File: src/verilog/sac_defs.svh
`ifndef SAC_DEFS_SVH
`define SAC_DEFS_SVH

// ----------------------------------------------------------------------
// Sequence counts
// ----------------------------------------------------------------------
`define SAC_FILT_RISES 2'd2
`define SAC_ADDR_EDGES 4'd4
`define SAC_SAMPLE_EDGE 4'd4
`define SAC_HOLD_EDGE 4'd10
`define SAC_CONV_LAST 6'd43

// ----------------------------------------------------------------------
// Codes and reset values
// ----------------------------------------------------------------------
`define SAC_SELF_TEST_CODE 4'hB
`define SAC_RESULT_RST 10'h000

`endif

File: src/verilog/sac_pkg.sv
`default_nettype none

package sac_pkg;

    // ------------------------------------------------------------------
    // Types
    // ------------------------------------------------------------------

    // Control sequence phase.
    typedef enum logic [1:0] {SAC_IDLE, SAC_FILTER, SAC_ACTIVE} sac_phase_e;

    // Multiplexer selection handed to the analog front end.
    typedef struct packed {
        logic [3:0] chan;       // Latched channel address.
        logic ext_valid;        // An external input is selected.
        logic self_test_channel; // The internal test voltage is selected.
    } sac_mux_s;

    // Entire state of the sequencer.
    typedef struct packed {
        logic cs_s1, cs_s2, io_s1, io_s2, io_p, ad_s1, ad_s2, sy_s1, sy_s2, sy_p;
        sac_phase_e phase;
        logic [1:0] filt_cnt;
        logic [3:0] bit_cnt;
        logic [3:0] addr_sr;
        logic [9:0] shift;
        logic sampling;
        logic busy;
        logic [5:0] conv_cnt;
        logic [9:0] held;
        logic [9:0] result;
        sac_mux_s mux;
    } sac_state_s;

endpackage : sac_pkg

`default_nettype wire

File: src/verilog/sac_top.sv
`include "sac_defs.svh"
`default_nettype none

module sac_top (
    // Clock and reset.
    input wire logic clock,
    input wire logic rst_n,
    // Serial pins from the host.
    input wire logic cs_n,
    input wire logic addr_in,
    input wire logic io_clk,
    input wire logic sys_clk,
    // Serial result pin, two signals: data and enable.
    output logic dout_o,
    output logic dout_oe,
    // Analog front end.
    input wire logic [9:0] analog_code,
    output sac_pkg::sac_mux_s mux_o,
    output logic sampling_o,
    output logic busy_o
);
    import sac_pkg::*;

    // ------------------------------------------------------------------
    // Helpers
    // ------------------------------------------------------------------

    // Decodes a channel address into the multiplexer selection.
    function automatic sac_mux_s mux_decode(input logic [3:0] code);
        sac_mux_s m;
        m.chan = code;
        m.ext_valid = (code < `SAC_SELF_TEST_CODE);
        m.self_test_channel = (code == `SAC_SELF_TEST_CODE);
        return m;
    endfunction : mux_decode

    sac_state_s q; // Registered state.
    sac_state_s d; // Next state.
    logic cs_hi; // Synchronised select level.
    logic io_rise; // Shift clock rising edge.
    logic io_fall; // Shift clock falling edge.
    logic sy_rise; // Conversion clock rising edge.
    logic sy_fall; // Conversion clock falling edge.
    logic recog; // Select recognised in this cycle.

    // ------------------------------------------------------------------
    // Next state
    // ------------------------------------------------------------------

    // Synchronises the pins, finds edges and steps the sequence.
    always_comb begin
        d = q;
        // Two flip-flops per pin before any logic looks at it.
        d.cs_s1 = cs_n;
        d.cs_s2 = q.cs_s1;
        d.io_s1 = io_clk;
        d.io_s2 = q.io_s1;
        d.io_p = q.io_s2;
        d.ad_s1 = addr_in;
        d.ad_s2 = q.ad_s1;
        d.sy_s1 = sys_clk;
        d.sy_s2 = q.sy_s1;
        d.sy_p = q.sy_s2;
        cs_hi = q.cs_s2;
        io_rise = q.io_s2 & ~q.io_p;
        io_fall = ~q.io_s2 & q.io_p;
        sy_rise = q.sy_s2 & ~q.sy_p;
        sy_fall = ~q.sy_s2 & q.sy_p;
        recog = 1'b0;
        // Conversion steps on conversion clock rises; select high leaves it running, recognition aborts it.
        if (q.busy && sy_rise) begin
            d.conv_cnt = q.conv_cnt + 6'd1;
            if (q.conv_cnt == `SAC_CONV_LAST) begin
                d.busy = 1'b0;
                d.result = q.held;
                // A sequence already under way keeps showing the old word.
                if (q.bit_cnt == 4'd0) begin
                    d.shift = q.held;
                end
            end
        end
        case (q.phase)
            SAC_IDLE: begin
                // Select high: shift clock and address are ignored.
                if (!cs_hi) begin
                    d.phase = SAC_FILTER;
                    d.filt_cnt = 2'd0;
                end
            end
            SAC_FILTER: begin
                // Shift clock edges here shift nothing.
                if (cs_hi) begin
                    d.phase = SAC_IDLE;
                end else if (sy_rise && q.filt_cnt != `SAC_FILT_RISES) begin
                    d.filt_cnt = q.filt_cnt + 2'd1;
                end else if (sy_fall && q.filt_cnt == `SAC_FILT_RISES) begin
                    recog = 1'b1;
                end
            end
            SAC_ACTIVE: begin
                if (cs_hi) begin
                    // Raising select leaves a running conversion alone.
                    d.phase = SAC_IDLE;
                    d.bit_cnt = 4'd0;
                    d.sampling = 1'b0;
                end else if (io_rise && q.bit_cnt < `SAC_ADDR_EDGES) begin
                    d.addr_sr = {q.addr_sr[2:0], q.ad_s2};
                end else if (io_fall) begin
                    d.shift = {q.shift[8:0], 1'b0};
                    d.bit_cnt = q.bit_cnt + 4'd1;
                    if (q.bit_cnt + 4'd1 == `SAC_SAMPLE_EDGE) begin
                        d.mux = mux_decode(q.addr_sr);
                        d.sampling = 1'b1;
                    end
                    if (q.bit_cnt + 4'd1 == `SAC_HOLD_EDGE) begin
                        // Hold and restart, dropping any older conversion.
                        d.sampling = 1'b0;
                        d.held = analog_code;
                        d.busy = 1'b1;
                        d.conv_cnt = 6'd0;
                        d.bit_cnt = 4'd0;
                        // A conversion ending in this very cycle is already the newest word.
                        d.shift = d.result;
                    end
                end
            end
            default: begin
                d.phase = SAC_IDLE;
            end
        endcase
        // Recognition resets the sequence and aborts a conversion.
        if (recog) begin
            d.phase = SAC_ACTIVE;
            d.bit_cnt = 4'd0;
            d.shift = q.result;
            d.busy = 1'b0;
            d.sampling = 1'b0;
        end
    end

    // ------------------------------------------------------------------
    // State register
    // ------------------------------------------------------------------

    // Registers the whole state; the select synchronisers idle high after reset.
    always_ff @(posedge clock or negedge rst_n) begin
        if (!rst_n) begin
            q <= '0;
            q.cs_s1 <= 1'b1;
            q.cs_s2 <= 1'b1;
            q.phase <= SAC_IDLE;
            q.result <= `SAC_RESULT_RST;
        end else begin
            q <= d;
        end
    end

    // Outputs straight from flip-flops, except the enable, decoded from the phase.
    assign dout_o = q.shift[9];
    assign dout_oe = (q.phase == SAC_ACTIVE);
    assign mux_o = q.mux;
    assign sampling_o = q.sampling;
    assign busy_o = q.busy;
endmodule : sac_top

`default_nettype wire
File: config.mk
export PLATFORM = sky130hd
export DESIGN_NAME = sac_top
export DESIGN_NICKNAME = d
export VERILOG_FILES = /design/src/verilog/sac_pkg.sv /design/src/verilog/sac_top.sv
export VERILOG_INCLUDE_DIRS = /design/src /design/src/verilog
export SDC_FILE = /design/constraint.sdc
export NUM_CORES = 1
export LEC_CHECK = 0
export BUFFER_PORTS_ARGS = -buffer_cell sky130_fd_sc_hd__buf_2
export CAP_MARGIN = 0
export CORE_MARGIN = 2
export CORE_UTILIZATION = 64
export DETAILED_ROUTE_END_ITERATION = 12
export HOLD_SLACK_MARGIN = 0.02
export PLACE_DENSITY = 0.8
export REMOVE_ABC_BUFFERS = 1
export SETUP_SLACK_MARGIN = 0.02
export SYNTH_ARGS = -nofsm -noshare
export SYNTH_HDL_FRONTEND = slang
export SYNTH_SLANG_ARGS = --single-unit
File: constraint.sdc
create_clock -name clock -period 5.8 [get_ports clock]
set_input_delay 0.29 -clock clock [delete_from_list [all_inputs] [get_ports clock]]
set_output_delay 0.29 -clock clock [all_outputs]
set_load 0.03 [all_outputs]
==> impl_metrics.csv, run 1 <==
group,metric,value,unit
synth,synth_xor_area_frac,0.0165,
sta,finalSetupViolCount,0,
synth,synth-async-reset-ratio,1.00,
sta,fmax,377,MHz
sta,finalCritPeriodShare,0.457,
routing,viasPerCell,5.65,
worst_setup_path,cp-end-kind,"register",
worst_setup_path,worstSetupPathType,"reg -> reg",
worst_hold_path,hold_class,"in -> reg",
routing,drtIter0Drc,183,
final_layout,nFillCells,390,
global_routing,use_met2,0.407,
synth,synth-seq-area-share,0.520,
clock_network,post_cts_buffers,0,
sta,drv_slew,0,
sta,fin_skew,0.00903,ns
die,coreArea,0.00475,mm2
routing,finalWirelength,5.91,mm
routing,vias,2158,
global_routing,grt_pass1_vias,2204,
status,status,"complete, no violations",
global_routing,grt_util_met1,0.317,
synth,synth-seq-cells,66,
clock_network,cts-htree-levels,3,
sta,tightest_slew,0.986,ns
synth,synth-simple-area-share,0.144,
final_layout,final_cell_mix,"dfrtp_1, nand2_1, buf_2",
clock_network,cts_buffer_depth,2,
synth,syn_inst,291,
power,vdd_drop_max,0.215,mV
synth,netlist_area,0.00318,mm2
clock_network,clkTransAtPathRegs,0.08,ns
power,p_leak,1.57,nW
sta,setup_tns,0,ns
final_layout,drive_gt1_frac,0.216,
power,powerDensity,303,mW/mm2
placement,dpl_cell_area,0.00328,mm2
global_routing,track_usage,0.247,
synth,synth.area.mux_share,0.136,
clock_network,cts_tree,"yes",
run,drv_cap,0,
die,io_pins,26,
synth,avgSynthCellArea,10.9,um2
worst_setup_path,cp-start-kind,"register",
final_layout,syn_to_final_growth,8.77,%
routing,wire_per_inst,15.5,um
synth,yosysTopAreaCellShare,0.503,
synth,ys.flop_type,"dfrtp_1",
die,initial_core_util,0.669,
sta,post-route-min-period,2.65,ns
global_routing,antenna_found_initial,0,
routing,ant_nets,0,
synth,ys_types,44,
die,die_h,74.5,um
global_routing,use_met3,0.0528,
final_layout,nets,334,
placement,io_buffers,25,
synth,synthAdderAreaFrac,0.0315,
die,die_w,74.5,um
clock_network,clkLatencyLatePin,0.35,ns
global_routing,grt_pass1_wl,10.1,mm
synth,yosys_warnings,0,
clock_network,numCtsBuffers,9,
final_layout,layout_commonest_cell,"dfrtp_1",
final_layout,multi_input_area,0.00136,mm2
final_layout,register_area,0.00165,mm2
synth,yosys-top-cells-area,"dfrtp_1, mux2i_1, mux2_2, nand2_1, ha_1",
clock_network,clock-sinks,66,
synth,synth_top_cell_by_area,"dfrtp_1",
sta,finalHoldViolations,0,
routing,dr.pass1.iters,5,
synth,synth_top_family_by_area,"simple AND/OR/NAND/NOR gates",
worst_setup_path,critPathArrivalTime,2.83,ns
clock_network,cts_root_buffer,"clkbuf_8",
sta,rsz0062_at_grt,"false",
sta,slew-limit-headroom,0.339,
final_layout,diodes,0,
routing,drcViolationCount,0,
placement,place_congestion,0.765,
placement,place_hpwl,3.80,mm
worst_setup_path,cp.required,5.98,ns
final_layout,fin_area,0.00346,mm2
clock_network,cts_hold_buffers,0,
synth,synth_compound_area_frac,0.101,
worst_setup_path,cp_max_fo,16,
global_routing,grt-ovfl-total,0,
die,rows,25,
global_routing,top_usage_layer,"met2",
global_routing,grt_max_degree,67,
clock_network,cts_resized,0,
synth,synth_edf_count,0,
die,die-area,0.00555,mm2
[final cells by class]
class | instances | area share
Clock buffer | 10 | 0.0369
Clock inverter | 6 | 0.0166
Inverter | 9 | 0.00976
Multi-Input combinational cell | 197 | 0.394
Sequential cell | 66 | 0.478
Tap cell | 67 | 0.0242
Timing Repair Buffer | 27 | 0.0405
[logic make-up (layout without fill, tap and decap cells)]
kind of cell	Yosys count	after routing
flops	66	66
fa+ha+maj	8	8
xor+xnor	6	6
simple gates	94	94
buf+inv	28	52
mux	41	41
compound gates	48	48
[power by group]
group | switching, mW | total (mW) | internal (mW)
combinational | 0.0821 | 0.151 | 0.0687
sequential | 0.0261 | 0.526 | 0.500
clock | 0.176 | 0.372 | 0.195
[critical path: stages, from the launching register on]
cell and delay [ns]:
dfrtp_1 0.41, inv_1 0.09, ha_1 0.17, inv_1 0.10, nor3_2 0.80, and2_0 0.80
a21oi_1 0.11
[final timing paths]
kind / start / to / slack, ns / cells past startpoint
setup / recovery: q[54]$_DFFE_PN0P_ / q[27]$_DFF_PN0_ / 3.15 / 6
max in group asynchronous: rst_n / q[29]$_DFF_PN0_ / 5.15 / 2
hold reg to reg: d[57]$_DFF_PN0_ / d[56]$_DFF_PN0_ / 0.35 / 0
setup reg to reg: q[54]$_DFFE_PN0P_ / q[27]$_DFF_PN0_ / 3.15 / 6
min in group asynchronous: rst_n / q[55]$_DFFE_PN0P_ / 0.10 / 2
hold / removal: cs_n / d[64]$_DFF_PN1_ / 0.04 / 1
[synth_stat cells (all sizes together), types with 2 or more instances]
library cell / number
nand3: 8
mux2: 18
mux2i: 23
a32oi: 2
inv: 9
clkbuf: 6
dfrtp: 64
nand2: 47
a21oi: 10
o22a: 9
dfstp: 2
ha: 8
or3: 2
nand4b: 2
o211ai: 2
o21ai: 19
nor3: 2
nor2: 20
xnor2: 2
nand2b: 3
buf: 13
nor2b: 2
xor2: 4
[registers in the layout, indices dropped and copies added, names as in the netlist]
register and flops:
d 6, dout_o 1, mux_o 6, sampling_o 1
cs_hi 1, q 50, busy_o 1
[routing by layer]
| metal | routed length, um | share of wire | up-vias |
|---|---|---|---|
| met4 | 113 | 0.019 | 0 |
| met5 | 0 | 0 | - |
| met1 | 2660 | 0.45 | 1062 |
| met2 | 2910 | 0.49 | 42 |
| met3 | 224 | 0.038 | 13 |
| li1 | - | - | 1041 |
[per-stage QoR]
| step | std cells | util | hold WS, ns | total power, mW | setup WS, ns |
|---|---|---|---|---|---|
| after detailed placement | 366 | 0.689 | 0.336 | 0.682 | 3.16 |
| final | 382 | 0.728 | 0.0424 | 1.05 | 3.15 |
| after floorplan | 272 | - | -0.00559 | 0.637 | 3.43 |
| after global routing | 382 | 0.728 | 0.0356 | 1.10 | 2.86 |
| after CTS | 382 | 0.728 | 0.0311 | 1.05 | 3.12 |
| after global placement | 366 | 0.689 | 0.332 | 0.672 | 3.23 |
No activity file was read; power rests on OpenSTA's default activity.
==> run 2: changes to the inputs <==
CORE_UTILIZATION = 59   (was 64)
PLACE_DENSITY = 0.75   (was 0.8)
clock period = 2.45 ns   (was 5.8 ns; I/O delays follow)
==> impl_metrics.csv, run 2 (synthesis gave the netlist of run 1 again) <==
group,metric,value,unit
worst_setup_path,reg2regPathDepth,8,
die,io_pins,26,
clock_network,cts_hold_buffers,15,
worst_setup_path,worstReg2RegStart,"q[26]$_DFF_PN0_",
die,die-area,0.00600,mm2
final_layout,final_cell_mix,"dfrtp_1, nand2_1, buf_2",
routing,wire_per_inst,14.7,um
sta,fin_skew,0.0115,ns
sta,post-route-min-period,2.10,ns
final_layout,drive_gt1_frac,0.219,
worst_setup_path,regToRegSetupSlack,0.35,ns
final_layout,layout_commonest_cell,"dfrtp_1",
sta,setup_tns,0,ns
sta,tightest_slew,0.775,ns
final_layout,diodes,0,
clock_network,clkTransAtPathRegs,0.08,ns
run,drv_cap,0,
worst_setup_path,worstSetupPathType,"reg -> reg",
routing,vias,2214,
clock_network,cts-htree-levels,3,
placement,place_congestion,0.811,
sta,fmax,475,MHz
worst_setup_path,cp.required,2.68,ns
die,die_w,77.4,um
sta,slew-limit-headroom,0.479,
final_layout,syn_to_final_growth,15.5,%
worst_setup_path,cp_max_fo,12,
final_layout,instances_no_fill,404,
worst_setup_path,critPathArrivalTime,2.34,ns
worst_setup_path,timing.rr.end,"q[35]$_DFF_PN0_",
clock_network,numCtsBuffers,9,
global_routing,antenna_found_initial,0,
worst_hold_path,hold_class,"in -> async",
clock_network,clkLatencyLatePin,0.34,ns
sta,drv_slew,0,
sta,rsz0062_at_grt,"false",
routing,drtIter0Drc,113,
routing,ant_nets,0,
power,p_leak,1.66,nW
power,vdd_drop_max,0.450,mV
clock_network,cts_tree,"yes",
die,die_h,77.4,um
global_routing,grt-ovfl-total,0,
sta,finalSetupViolCount,0,
power,powerDensity,690,mW/mm2
sta,finalCritPeriodShare,0.859,
die,rows,26,
status,status,"complete, no violations",
sta,finalHoldViolations,0,
worst_setup_path,cp-start-kind,"register",
global_routing,grt_pass1_vias,2276,
die,initial_core_util,0.619,
routing,finalWirelength,5.93,mm
global_routing,grt_pass1_wl,10.6,mm
worst_setup_path,cp-end-kind,"register",
final_layout,largest-register,"q",
placement,dp_cells,373,
routing,viasPerCell,5.48,
global_routing,track_usage,0.227,
sta,hold_ws,0.324,ns
routing,dr.pass1.iters,4,
clock_network,post_cts_buffers,0,
clock_network,cts_buffer_depth,2,
clock_network,clock-sinks,66,
clock_network,cts_resized,0,
clock_network,cts_root_buffer,"clkbuf_8",
final_layout,nets,353,
die,coreArea,0.00514,mm2
placement,place_hpwl,3.74,mm
global_routing,grt_max_degree,67,
placement,io_buffers,25,
final_layout,largest_reg_flops,50,
routing,drcViolationCount,0,
[run 2: critical path: stages (launching register included)]
cell and delay, ns:
dfrtp_1 0.39, ha_1 0.20, nand2_1 0.10, nor4_4 0.21, buf_4 0.24, and3_4 0.33, mux2i_1 0.22, o21ai_1 0.09
o22a_1 0.22
[run 2: per-stage QoR]
| stage | util | total power, mW | instance area, um2 | worst slack, ns |
|---|---|---|---|---|
| 6_report | 0.715 | 2.54 | 3680 | 0.345 |
| 5_1_grt | 0.715 | 2.67 | 3680 | 0.171 |
| 4_1_cts | 0.715 | 2.56 | 3680 | 0.346 |
| 3_5_place_dp | 0.646 | 1.61 | 3320 | 0.370 |
| 3_3_place_gp | 0.646 | 1.59 | 3320 | 0.441 |
| 2_1_floorplan | - | 1.51 | 3050 | 0.0780 |
[run 2: how the worst max path moves through the flow]
| stage | start | endpoint | slack, ns | cells past startpoint |
|---|---|---|---|---|
| finish | q[26]$_DFF_PN0_ | q[35]$_DFF_PN0_ | 0.35 | 8 |
| global route | q[26]$_DFF_PN0_ | q[37]$_DFF_PN0_ | 0.17 | 8 |
| CTS | q[26]$_DFF_PN0_ | q[35]$_DFF_PN0_ | 0.35 | 8 |
| detailed placement | q[26]$_DFF_PN0_ | q[35]$_DFF_PN0_ | 0.37 | 8 |
| global placement | q[48]$_DFFE_PN0P_ | q[18]$_DFFE_PN0P_ | 0.44 | 7 |
| floorplan | q[48]$_DFFE_PN0P_ | q[26]$_DFF_PN0_ | 0.08 | 4 |
[run 2: per-layer routing]
metal / wire length (um) / track usage / up-vias
met2: 2920 / 0.377 / 58
met1: 2650 / 0.293 / 1068
met5: 0 / 0 / -
met3: 280 / 0.0488 / 8
met4: 74 / 0.0857 / 0
li1: - / - / 1080
[run 2: layout make-up]
cell class / instances / area (um2)
inverter: 9 / 33.8
sequential: 66 / 1650
clock buffer: 10 / 138
tap: 70 / 87.6
clock inverter: 6 / 66.3
multi-input combinational: 197 / 1360
fill: 383 / 1460
timing repair buffer: 46 / 333
[run 2: report_power, final]
group          total, mW  switching (mW)  internal, mW
combinational      0.363           0.183         0.179
sequential          1.25          0.0638          1.18
clock              0.928           0.431         0.497
